[config.mk]
export PLATFORM = sky130hd
export DESIGN_NAME = piw_top
export DESIGN_NICKNAME = d
export VERILOG_FILES = /design/src/piw_pkg.sv /design/src/piw_top.sv /design/src/piw_sync_edge.sv /design/src/piw_width_cnt.sv
export SDC_FILE = /design/constraint.sdc
export NUM_CORES = 1
export LEC_CHECK = 0
export ABC_AREA = 0
export BUFFER_PORTS_ARGS = -buffer_cell sky130_fd_sc_hd__buf_2
export CELL_PAD_IN_SITES_DETAIL_PLACEMENT = 0
export CELL_PAD_IN_SITES_GLOBAL_PLACEMENT = 1
export CORE_UTILIZATION = 30
export CTS_BUF_LIST = sky130_fd_sc_hd__clkbuf_4 sky130_fd_sc_hd__clkbuf_8
export CTS_CLUSTER_SIZE = 16
export DETAILED_ROUTE_END_ITERATION = 6
export PLACE_DENSITY_LB_ADDON = 0.15
export SYNTH_ARGS = -nofsm -noshare
export SYNTH_HDL_FRONTEND = slang
export SYNTH_SLANG_ARGS = --single-unit
export TNS_END_PERCENT = 50
[constraint.sdc]
create_clock -name MCLK -period 2.2 [get_ports MCLK]
set_clock_uncertainty 0.15 [all_clocks]
set_input_delay 0.11 -clock MCLK [delete_from_list [all_inputs] [get_ports MCLK]]
set_output_delay 0.11 -clock MCLK [all_outputs]
set_load 0.02 [all_outputs]
[src/piw_pkg.sv]
package piw_pkg;

    // Register addresses on the plain register port
    localparam logic [7:0] PIW_ADDR_PWR = 8'h87;
    localparam logic [7:0] PIW_ADDR_TEC = 8'h88;
    localparam logic [7:0] PIW_ADDR_FLG = 8'h95;
    localparam logic [7:0] PIW_ADDR_P1WK = 8'h96;
    localparam logic [7:0] PIW_ADDR_P0WK = 8'hC5;
    localparam logic [7:0] PIW_ADDR_P2WK = 8'hC6;
    localparam logic [7:0] PIW_ADDR_P3WK = 8'hC7;

    // power_control fields
    localparam int PIW_PWR_IDLE = 0;
    localparam int PIW_PWR_DOWN = 1;
    localparam int PIW_PWR_GF0 = 2;
    localparam int PIW_PWR_GF1 = 3;
    localparam int PIW_PWR_SMOD = 7;

    // timer_and_ext_int_control fields
    localparam int PIW_TEC_TS0 = 0;
    localparam int PIW_TEC_EF0 = 1;
    localparam int PIW_TEC_TS1 = 2;
    localparam int PIW_TEC_EF1 = 3;
    localparam int PIW_TEC_TMR_LO = 4;
    localparam int PIW_TEC_TMR_HI = 7;

    // interrupt_flags fields
    localparam int PIW_FLG_PORT = 1;
    localparam int PIW_FLG_EF2 = 2;

    // Reset values
    localparam logic [7:0] PIW_RST_BYTE = 8'h00;
    localparam logic [3:0] PIW_RST_NIB = 4'h0;
    localparam logic [31:0] PIW_RST_WORD = 32'h0000_0000;

    // Pin count and halt trigger qualification (in system clocks)
    localparam int PIW_NPINS = 3;
    localparam int PIW_NPORT = 32;
    localparam int PIW_CNT_W = 7;
    localparam logic [PIW_CNT_W-1:0] PIW_HALT_TRIG_CLKS = 7'h40;
    localparam logic [PIW_CNT_W-1:0] PIW_CNT_MAX = 7'h7F;

    // Power state, Gray along run-idle and run-halt
    typedef enum logic [1:0] {
        PIW_RUN = 2'h0,
        PIW_IDLE = 2'h1,
        PIW_HALT = 2'h2
    } piw_pwr_e;

endpackage

[src/piw_top.sv]
`timescale 1ns/100ps
// Operation
// - Pins 0/1 edge or level, pin 2 edge
// - No halt while enabled pin is low
// - Pin 1 flag sets on fall, ISR clears
// - Pin 1 select: 0 level, 1 edge
// - Pin 0 flag sets on fall, ISR clears
// - Pin 0 select: 0 level, 1 edge
// - Pin 2 flag sets on fall, ISR clears
// - Writing FBh clears only pin 2 flag
// - Enabled port pin change sets port flag
// - Writing FDh clears only port flag
// - Flag write 0 clears, 1 keeps
// - Idle wake needs own enable and global
// - Idle wake enters service routine at once
// - Trigger must outlast one clock sample
// - Enabled pin or timer 3 wakes halt
// - After halt, one instruction before service
// - Halt pin service needs global and over 64 clocks low
// - Port change wakes halt, service needs global
// - Power bits enter halt or idle
// - Pin enable wakes halt regardless global
// - Port wake uses per-pin enables only (code: halt wake only; idle wake also needs port IE and global)
module piw_top (
    input wire MCLK,
    input wire RST_N,
    input wire [7:0] REG_ADDR,
    input wire [7:0] REG_WDATA,
    input wire REG_WR,
    input wire REG_RD,
    output logic [7:0] REG_RDATA,
    input wire EXT_PIN_ZERO,
    input wire EXT_PIN_ONE,
    input wire EXT_PIN_TWO,
    input wire [7:0] PORT0_PINS,
    input wire [7:0] PORT1_PINS,
    input wire [7:0] PORT2_PINS,
    input wire [7:0] PORT3_PINS,
    input wire GLOBAL_INT_ENABLE,
    input wire PIN0_INT_ENABLE,
    input wire PIN1_INT_ENABLE,
    input wire PIN2_INT_ENABLE,
    input wire PORT_CHANGE_INT_ENABLE,
    input wire TIMER3_INT_ENABLE,
    input wire TIMER3_IRQ,
    input wire OTHER_WAKE_REQ,
    input wire ISR_ENTER_PIN0,
    input wire ISR_ENTER_PIN1,
    input wire ISR_ENTER_PIN2,
    input wire ISR_ENTER_PORT,
    input wire INSTR_DONE,
    output logic IRQ_PIN0,
    output logic IRQ_PIN1,
    output logic IRQ_PIN2,
    output logic IRQ_PORT,
    output logic IDLE_MODE,
    output logic HALT_MODE,
    output logic WAKE,
    output logic DEFER_ISR
);
    localparam int N = piw_pkg::PIW_NPINS;

    piw_pkg::piw_pwr_e pwr_q;
    logic smod_q;
    logic [1:0] gf_q;
    logic [3:0] tmr_bits_q;
    logic [1:0] trig_sel_q;
    logic [N-1:0] edge_flag_q;
    logic port_flag_q;
    logic port_drop_q;
    logic [31:0] wake_en_q;
    logic [N-1:0] judge_q;
    logic defer_q;
    logic wake_q;
    logic [7:0] rdata_q;
    logic [7:0] rdata_d;

    logic [N-1:0] ext_lvl;
    logic [N-1:0] ext_fall;
    logic [31:0] port_chg;
    logic [N-1:0] pin_low;
    logic [N-1:0] pin_en;
    logic [N-1:0] pin_req;
    logic [N-1:0] long_low;
    logic [N-1:0] isr_clr;
    logic [N-1:0] sw_wr;
    logic [N-1:0] sw_val;
    logic [N-1:0] judge_end;
    logic [N-1:0] drop_pin;
    logic wr_pwr;
    logic wr_tec;
    logic wr_flg;
    logic port_evt;
    logic sleep_blocked;
    logic raw_any;
    logic idle_wake;
    logic halt_wake;
    logic halt_woke;
    logic irq_gate;

    // Pin synchronisers, one stage of history for the edge compare
    piw_sync_edge #(
        .W(N)
    ) u_ext_sync (
        .clk(MCLK),
        .rst_n(RST_N),
        .din({EXT_PIN_TWO, EXT_PIN_ONE, EXT_PIN_ZERO}),
        .level(ext_lvl),
        .fall(ext_fall),
        .change()
    );

    piw_sync_edge #(
        .W(piw_pkg::PIW_NPORT)
    ) u_port_sync (
        .clk(MCLK),
        .rst_n(RST_N),
        .din({PORT3_PINS, PORT2_PINS, PORT1_PINS, PORT0_PINS}),
        .level(),
        .fall(),
        .change(port_chg)
    );

    // Low-width qualifiers used only when judging a halt wake
    generate
        for (genvar i = 0; i < N; i++) begin : g_width
            piw_width_cnt u_width (
                .clk(MCLK),
                .rst_n(RST_N),
                .low(pin_low[i]),
                .long_low(long_low[i])
            );
        end
    endgenerate

    // Register port write decode
    assign wr_pwr = REG_WR && (REG_ADDR == piw_pkg::PIW_ADDR_PWR);
    assign wr_tec = REG_WR && (REG_ADDR == piw_pkg::PIW_ADDR_TEC);
    assign wr_flg = REG_WR && (REG_ADDR == piw_pkg::PIW_ADDR_FLG);

    // Per-pin views
    assign pin_low = ~ext_lvl;
    assign pin_en = {PIN2_INT_ENABLE, PIN1_INT_ENABLE, PIN0_INT_ENABLE};
    assign isr_clr = {ISR_ENTER_PIN2, ISR_ENTER_PIN1, ISR_ENTER_PIN0};

    // Trigger source per pin; pin 2 has no level mode
    always_comb begin
        for (int i = 0; i < N - 1; i++) begin
            pin_req[i] = trig_sel_q[i] ? edge_flag_q[i] : pin_low[i];
        end
        pin_req[N-1] = edge_flag_q[N-1];
    end

    // Port change event through per-pin wake enables, not the port IE
    assign port_evt = |(port_chg & wake_en_q);

    // Halt entry is refused while an enabled pin sits low
    assign sleep_blocked = |(pin_low & pin_en);

    // Enabled and globally enabled requests wake idle
    assign raw_any = GLOBAL_INT_ENABLE && (|(pin_req & pin_en & ~judge_q)
                     || (port_flag_q && PORT_CHANGE_INT_ENABLE));
    assign idle_wake = raw_any || OTHER_WAKE_REQ;

    // Halt wakes on enabled pin low, port change or timer 3, global enable ignored
    assign halt_wake = (|(pin_low & pin_en))
                       || port_evt
                       || (TIMER3_IRQ && TIMER3_INT_ENABLE);
    assign halt_woke = (pwr_q == piw_pkg::PIW_HALT) && halt_wake;

    // Power state; power-down has priority when both bits are written, unless halt entry is refused, then idle is entered
    always_ff @(posedge MCLK) begin
        if (!RST_N) begin
            pwr_q <= piw_pkg::PIW_RUN;
        end else begin
            unique case (pwr_q)
                piw_pkg::PIW_RUN: begin
                    if (wr_pwr && REG_WDATA[piw_pkg::PIW_PWR_DOWN] && !sleep_blocked) begin
                        pwr_q <= piw_pkg::PIW_HALT;
                    end else if (wr_pwr && REG_WDATA[piw_pkg::PIW_PWR_IDLE]) begin
                        pwr_q <= piw_pkg::PIW_IDLE;
                    end
                end
                piw_pkg::PIW_IDLE: begin
                    if (idle_wake) begin
                        pwr_q <= piw_pkg::PIW_RUN;
                    end
                end
                piw_pkg::PIW_HALT: begin
                    if (halt_wake) begin
                        pwr_q <= piw_pkg::PIW_RUN;
                    end
                end
                default: begin
                    pwr_q <= piw_pkg::PIW_RUN;
                end
            endcase
        end
    end

    // Wake pulse, one cycle long, in the first cycle after leaving either sleep state
    always_ff @(posedge MCLK) begin
        if (!RST_N) begin
            wake_q <= 1'b0;
        end else begin
            wake_q <= halt_woke || ((pwr_q == piw_pkg::PIW_IDLE) && idle_wake);
        end
    end

    // After halt the core runs one instruction before any service
    always_ff @(posedge MCLK) begin
        if (!RST_N) begin
            defer_q <= 1'b0;
        end else if (halt_woke) begin
            defer_q <= 1'b1;
        end else if (INSTR_DONE) begin
            defer_q <= 1'b0;
        end
    end

    // Judge each waking pin: service only if held over 64 clocks with global enable
    assign judge_end = judge_q & (~pin_low | long_low);
    assign drop_pin = judge_end & ~(long_low & {N{GLOBAL_INT_ENABLE}});

    always_ff @(posedge MCLK) begin
        if (!RST_N) begin
            judge_q <= '0;
        end else if (halt_woke) begin
            judge_q <= pin_low & pin_en;
        end else begin
            judge_q <= judge_q & ~judge_end;
        end
    end

    // Software writes into the edge flags
    always_comb begin
        sw_wr[0] = wr_tec;
        sw_val[0] = REG_WDATA[piw_pkg::PIW_TEC_EF0];
        sw_wr[1] = wr_tec;
        sw_val[1] = REG_WDATA[piw_pkg::PIW_TEC_EF1];
        sw_wr[2] = wr_flg && !REG_WDATA[piw_pkg::PIW_FLG_EF2];
        sw_val[2] = 1'b0;
    end

    // Edge flags: a fall wins over any clear in the same cycle
    always_ff @(posedge MCLK) begin
        if (!RST_N) begin
            edge_flag_q <= '0;
        end else begin
            for (int i = 0; i < N; i++) begin
                if (ext_fall[i]) begin
                    edge_flag_q[i] <= 1'b1;
                end else if (isr_clr[i] || drop_pin[i]) begin
                    edge_flag_q[i] <= 1'b0;
                end else if (sw_wr[i]) begin
                    edge_flag_q[i] <= sw_val[i];
                end
            end
        end
    end

    // Port wake without global enable must not lead into the service routine
    always_ff @(posedge MCLK) begin
        if (!RST_N) begin
            port_drop_q <= 1'b0;
        end else begin
            port_drop_q <= halt_woke && port_evt && !GLOBAL_INT_ENABLE;
        end
    end

    // Port change flag; new change wins over clears
    always_ff @(posedge MCLK) begin
        if (!RST_N) begin
            port_flag_q <= 1'b0;
        end else if (port_evt) begin
            port_flag_q <= 1'b1;
        end else if (ISR_ENTER_PORT || port_drop_q) begin
            port_flag_q <= 1'b0;
        end else if (wr_flg && !REG_WDATA[piw_pkg::PIW_FLG_PORT]) begin
            port_flag_q <= 1'b0;
        end
    end

    // Plain storage: trigger selects, timer bits, power misc bits
    always_ff @(posedge MCLK) begin
        if (!RST_N) begin
            trig_sel_q <= '0;
            tmr_bits_q <= piw_pkg::PIW_RST_NIB;
        end else if (wr_tec) begin
            trig_sel_q[0] <= REG_WDATA[piw_pkg::PIW_TEC_TS0];
            trig_sel_q[1] <= REG_WDATA[piw_pkg::PIW_TEC_TS1];
            tmr_bits_q <= REG_WDATA[piw_pkg::PIW_TEC_TMR_HI:piw_pkg::PIW_TEC_TMR_LO];
        end
    end

    always_ff @(posedge MCLK) begin
        if (!RST_N) begin
            smod_q <= 1'b0;
            gf_q <= '0;
        end else if (wr_pwr) begin
            smod_q <= REG_WDATA[piw_pkg::PIW_PWR_SMOD];
            gf_q <= REG_WDATA[piw_pkg::PIW_PWR_GF1:piw_pkg::PIW_PWR_GF0];
        end
    end

    // Per-pin wake enables, one byte per port
    always_ff @(posedge MCLK) begin
        if (!RST_N) begin
            wake_en_q <= piw_pkg::PIW_RST_WORD;
        end else if (REG_WR) begin
            unique case (REG_ADDR)
                piw_pkg::PIW_ADDR_P0WK: wake_en_q[7:0] <= REG_WDATA;
                piw_pkg::PIW_ADDR_P1WK: wake_en_q[15:8] <= REG_WDATA;
                piw_pkg::PIW_ADDR_P2WK: wake_en_q[23:16] <= REG_WDATA;
                piw_pkg::PIW_ADDR_P3WK: wake_en_q[31:24] <= REG_WDATA;
                default: wake_en_q <= wake_en_q;
            endcase
        end
    end

    // Read mux; unmapped addresses and reserved bits read zero
    always_comb begin
        rdata_d = piw_pkg::PIW_RST_BYTE;
        unique case (REG_ADDR)
            piw_pkg::PIW_ADDR_PWR: begin
                rdata_d[piw_pkg::PIW_PWR_SMOD] = smod_q;
                rdata_d[piw_pkg::PIW_PWR_GF1:piw_pkg::PIW_PWR_GF0] = gf_q;
                rdata_d[piw_pkg::PIW_PWR_DOWN] = pwr_q == piw_pkg::PIW_HALT;
                rdata_d[piw_pkg::PIW_PWR_IDLE] = pwr_q == piw_pkg::PIW_IDLE;
            end
            piw_pkg::PIW_ADDR_TEC: begin
                rdata_d[piw_pkg::PIW_TEC_TMR_HI:piw_pkg::PIW_TEC_TMR_LO] = tmr_bits_q;
                rdata_d[piw_pkg::PIW_TEC_EF1] = edge_flag_q[1];
                rdata_d[piw_pkg::PIW_TEC_TS1] = trig_sel_q[1];
                rdata_d[piw_pkg::PIW_TEC_EF0] = edge_flag_q[0];
                rdata_d[piw_pkg::PIW_TEC_TS0] = trig_sel_q[0];
            end
            piw_pkg::PIW_ADDR_FLG: begin
                rdata_d[piw_pkg::PIW_FLG_EF2] = edge_flag_q[2];
                rdata_d[piw_pkg::PIW_FLG_PORT] = port_flag_q;
            end
            piw_pkg::PIW_ADDR_P0WK: rdata_d = wake_en_q[7:0];
            piw_pkg::PIW_ADDR_P1WK: rdata_d = wake_en_q[15:8];
            piw_pkg::PIW_ADDR_P2WK: rdata_d = wake_en_q[23:16];
            piw_pkg::PIW_ADDR_P3WK: rdata_d = wake_en_q[31:24];
            default: rdata_d = piw_pkg::PIW_RST_BYTE;
        endcase
    end

    // Read data stands only in the cycle after the strobe
    always_ff @(posedge MCLK) begin
        if (!RST_N) begin
            rdata_q <= piw_pkg::PIW_RST_BYTE;
        end else begin
            rdata_q <= REG_RD ? rdata_d : piw_pkg::PIW_RST_BYTE;
        end
    end

    // Requests to the core: held off while asleep, deferred or judging
    assign irq_gate = GLOBAL_INT_ENABLE && (pwr_q == piw_pkg::PIW_RUN) && !defer_q;
    assign IRQ_PIN0 = irq_gate && pin_en[0] && pin_req[0] && !judge_q[0];
    assign IRQ_PIN1 = irq_gate && pin_en[1] && pin_req[1] && !judge_q[1];
    assign IRQ_PIN2 = irq_gate && pin_en[2] && pin_req[2] && !judge_q[2];
    assign IRQ_PORT = irq_gate && PORT_CHANGE_INT_ENABLE && port_flag_q;

    // Status outputs, all from flip-flops
    assign IDLE_MODE = pwr_q == piw_pkg::PIW_IDLE;
    assign HALT_MODE = pwr_q == piw_pkg::PIW_HALT;
    assign WAKE = wake_q;
    assign DEFER_ISR = defer_q;
    assign REG_RDATA = rdata_q;
endmodule

[src/piw_sync_edge.sv]
`timescale 1ns/100ps
module piw_sync_edge #(
    parameter int W = 1
) (
    input wire clk,
    input wire rst_n,
    input wire [W-1:0] din,
    output logic [W-1:0] level,
    output logic [W-1:0] fall,
    output logic [W-1:0] change
);
    logic [W-1:0] meta_q;
    logic [W-1:0] lvl_q;
    logic [W-1:0] prev_q;

    // Two-flop synchroniser plus history; resets high as pins idle high
    always_ff @(posedge clk) begin
        if (!rst_n) begin
            meta_q <= '1;
            lvl_q <= '1;
            prev_q <= '1;
        end else begin
            meta_q <= din;
            lvl_q <= meta_q;
            prev_q <= lvl_q;
        end
    end

    // Compare consecutive synced samples, so each edge gives one pulse
    assign level = lvl_q;
    assign fall = prev_q & ~lvl_q;
    assign change = prev_q ^ lvl_q;
endmodule

[src/piw_width_cnt.sv]
`timescale 1ns/100ps
module piw_width_cnt (
    input wire clk,
    input wire rst_n,
    input wire low,
    output logic long_low
);
    logic [piw_pkg::PIW_CNT_W-1:0] cnt_q;

    // Counts consecutive low samples, saturating so it never wraps
    always_ff @(posedge clk) begin
        if (!rst_n) begin
            cnt_q <= '0;
        end else if (!low) begin
            cnt_q <= '0;
        end else if (cnt_q != piw_pkg::PIW_CNT_MAX) begin
            cnt_q <= cnt_q + 1'b1;
        end
    end

    // Strictly more than the qualifying width
    assign long_low = cnt_q > piw_pkg::PIW_HALT_TRIG_CLKS;
endmodule

==> metrics.csv <==
stage,metric,value,unit
routing,drtIter0Drc,278,
routing,wl_per_cell,15.69,um
clock_tree,clock_net_sink_count,187,
clock_tree,clockRootBuffer,sky130_fd_sc_hd__clkbuf_8,
grt,grt_overflow,0,
clock_tree,cts_tree,yes,
placed_design,post_detail_place_hpwl,13010,um
layout,mostFrequentLayoutCells,"186 x sky130_fd_sc_hd__dfxtp_1, 107 x sky130_fd_sc_hd__nand2b_1, 82 x sky130_fd_sc_hd__buf_2",
synthesis,ys_dominant_reg_cell,sky130_fd_sc_hd__dfxtp_1,
floorplanning,floorplan.die_area,0.02389,mm^2
sta,drv_slew,0,
critical_path,critPathArrivalTime,2.32,ns
critical_path,criticalPathCategory,input pin to flip-flop,
sta,clock.fmax,473.4,MHz
routing,ant_nets,0,
critical_path,setup.worst_path.start_class,input pin,
job,timing.max_cap.violations,0,
critical_path,crit_path_max_fanout,4,
synthesis,distinct_cell_type_count_after_synthesis,56,
synthesis,synthesis.area,0.006982,mm^2
routing,detail_route.drc_violations,0,
grt,most_used_layer_global_route,met2,
clock_tree,clk_transition_reported_paths,0.10,ns
layout,most_frequent_standard_cell_in_the_layout_excluding_fill_and_tap_cells,sky130_fd_sc_hd__dfxtp_1,
grt,met1_track_usage_gr,21.32,%
placed_design,dpl_cell_area,0.007829,mm^2
routing,drt_wl_total,18180,um
sta,fin_crit_sh,96.02,%
sta,finalSetupViolations,0,
floorplanning,floorplan.rows,55,
synthesis,syn_nets,774,
grt,first_global_vias,5454,
synthesis,async_reset_ff_share,0,%
sta,grt_setup_unrepaired,true,
min_path,hold_class,input pin to flip-flop,
sta,max-slew-margin-rel,71.61,%
run_status,status,finished clean,
routing,routed_via_density,4.747,
layout,fin_area,0.008914,mm^2
pwr,worst_ir_drop_vdd,0.0003063,V
pwr,cellLeakagePower,3.369,nW
grt,antenna_found_initial,0,
synthesis,synth_enable_flop_cells,0,
floorplanning,core_region_area,0.02271,mm^2
layout,drive_above_1_share,17.96,%
clock_tree,tritoncts.num_buffers,17,
placed_design,post-place-ws,-0.1313,ns
critical_path,critPathCaptureType,flip-flop,
sta,final.min_clock_period,2.112,ns
routing,vias,5502,
grt,met3_usage,3.586,%
floorplanning,fp.dieH,154.6,um
grt,groute.layer.met2.usage,25.49,%
placed_design,finalWeightedCongestion,0.7907,
synthesis,yosys_register_bits,187,
floorplanning,floorplan.initialDensity,30.74,%
clock_tree,clockBufferDepth,2,
floorplanning,chipWidth,154.6,um
floorplanning,design.portCount,84,
layout,final_net_count,936,
routing,drt_first_pass_iters,4,
pwr,total_power_divided_by_cell_area,688.7,mW/mm^2
sta,fin_ws,0.08751,ns
synthesis,avgSynthCellArea,9.974,um^2
grt,grt_start_max_net_pins,73,
layout,num_antenna_cells,0,
layout,area.growth.synth_to_final,27.67,%
grt,globalRouteTotalUtil,15.82,%
synthesis,cells_after_synth,700,
sta,hold_viol_final,0,
grt,first_pass_grt_wire_length,29010,um
synthesis,synth.yosys.warnings,0,
sta,timing_worst_slew_pin_value,0.4220,ns
critical_path,crit_required,2.41,ns
layout,post-route-util,39.25,%
clock_tree,htree_levels,4,
placed_design,place.port_buffers,83,
clock_tree,insertion_delay_of_the_later_clocked_pin_in_the_worst_skew_pair,0.46,ns
synthesis,seq_area_frac_synth,53.62,%
## registers in the layout, indices dropped and copies added, names as in the netlist, 3 cells and up
| signal | count |
|---|---|
| u_port_sync.level | 32 |
| u_port_sync.meta_q | 32 |
| u_port_sync.prev_q | 32 |
| wake_en_q | 32 |
| g_width.u_width.cnt_q | 21 |
| REG_RDATA | 8 |
| tmr_bits_q | 4 |
| edge_flag_q | 3 |
| judge_q | 3 |
| u_ext_sync.level | 3 |
| u_ext_sync.meta_q | 3 |
| u_ext_sync.prev_q | 3 |
## worst max-delay path, stage by stage
cell and delay [ns]:
sky130_fd_sc_hd__dlygate4sd3_1 0.53, sky130_fd_sc_hd__buf_2 0.13, sky130_fd_sc_hd__nand3b_1 0.25, sky130_fd_sc_hd__nor3_2 0.21, sky130_fd_sc_hd__buf_4 0.17, sky130_fd_sc_hd__nand2_1 0.09, sky130_fd_sc_hd__o211ai_1 0.19, sky130_fd_sc_hd__dlygate4sd3_1 0.57
sky130_fd_sc_hd__a21boi_0 0.07
## logic make-up (layout without fill, tap and decap cells)
kind of cell,Yosys count,after routing,share of synthesized area [%]
flip-flops,187,187,53.62
adder cells (fa/ha/maj),6,6,1.075
multiplexers,11,11,1.577
AO/OA/AOI/OAI,120,120,12.53
XOR/XNOR,44,44,5.520
buffers and inverters,41,215,2.491
AND/OR/NAND/NOR,291,291,23.19
## report_power, final
| group | switching [W] | internal, W |
|---|---|---|
| logic | 0.000192 | 0.000218 |
| clock network | 0.00138 | 0.000849 |
| registers | 0.0000342 | 0.00346 |
| total | 0.00161 | 0.00453 |
## layer usage
layer / vias up / wire (um)
met5: - / 0
met4: 0 / 187
met3: 15 / 903
met2: 138 / 8337
met1: 2624 / 8752
li1: 2725 / -
## per-stage QoR
stage / cells / setup TNS (ns) / hold WS, ns / total power [W]
final: 1159 / 0 / 0.06925 / 0.006139
after global routing: 1159 / -0.03233 / 0.04439 / 0.006429
after CTS: 1159 / 0 / 0.01974 / 0.006245
after detailed placement: 1064 / -0.4751 / 0.1445 / 0.003901
after global placement: 1064 / -0.4362 / 0.1401 / 0.003897
after floorplan: 700 / 0 / 0.03674 / 0.003744
## synthesized netlist by cell type, drive strengths merged, types with 5 or more instances
library cell	count	share of area, %
nor2	40	2.2
mux2i	11	1.6
a31oi	6	0.54
o21ai	7	0.50
a21oi	16	1.1
ha	6	1.1
clkbuf	20	1.1
nor4	5	0.66
nand4	14	1.3
xnor2	6	0.75
o21a	5	0.54
xor2	38	4.8
buf	5	0.48
a21boi	37	4.0
a22o	5	0.65
inv	15	0.81
nand3	38	2.7
a22oi	22	2.4
nand2b	107	9.6
nor2b	14	1.3
a222oi	7	1.0
nand2	50	2.8
dfxtp	187	54
## path summary, 6_finish.rpt
kind                          start                     to  slack [ns]  cells past startpoint
max                     REG_ADDR[3]            port_flag_q        0.09                      9
min                     REG_ADDR[0]           REG_RDATA[0]        0.07                      4
max reg2reg   u_port_sync.level[10]                   WAKE        0.11                      9
min reg2reg  u_port_sync.meta_q[23]  u_port_sync.level[23]        0.26                      1
## timing repair
| item | in CTS | in global routing |
|---|---|---|
| gates resized for setup | 5 | 8 |
| cloned | 0 | 0 |
| hold buffers | 63 | 0 |
| setup endpoints to repair | 7 | 8 |
| endpoints found under the hold margin | 97 | 0 |
| pin swaps | 6 | 3 |
| buffers inserted | 1 | 0 |
## final cells by class
| cell class | instances | area [um^2] |
|---|---|---|
| repair buffers | 169 | 1246 |
| fillers | 2296 | 13800 |
| multi-input cells | 472 | 3120 |
| inverters | 15 | 56.30 |
| well taps | 285 | 356.6 |
| flip-flops and latches | 187 | 3745 |
| clock buffers | 17 | 234.0 |
| clock inverters | 14 | 155.1 |
Note: power is estimated with default switching activity, not from simulation.
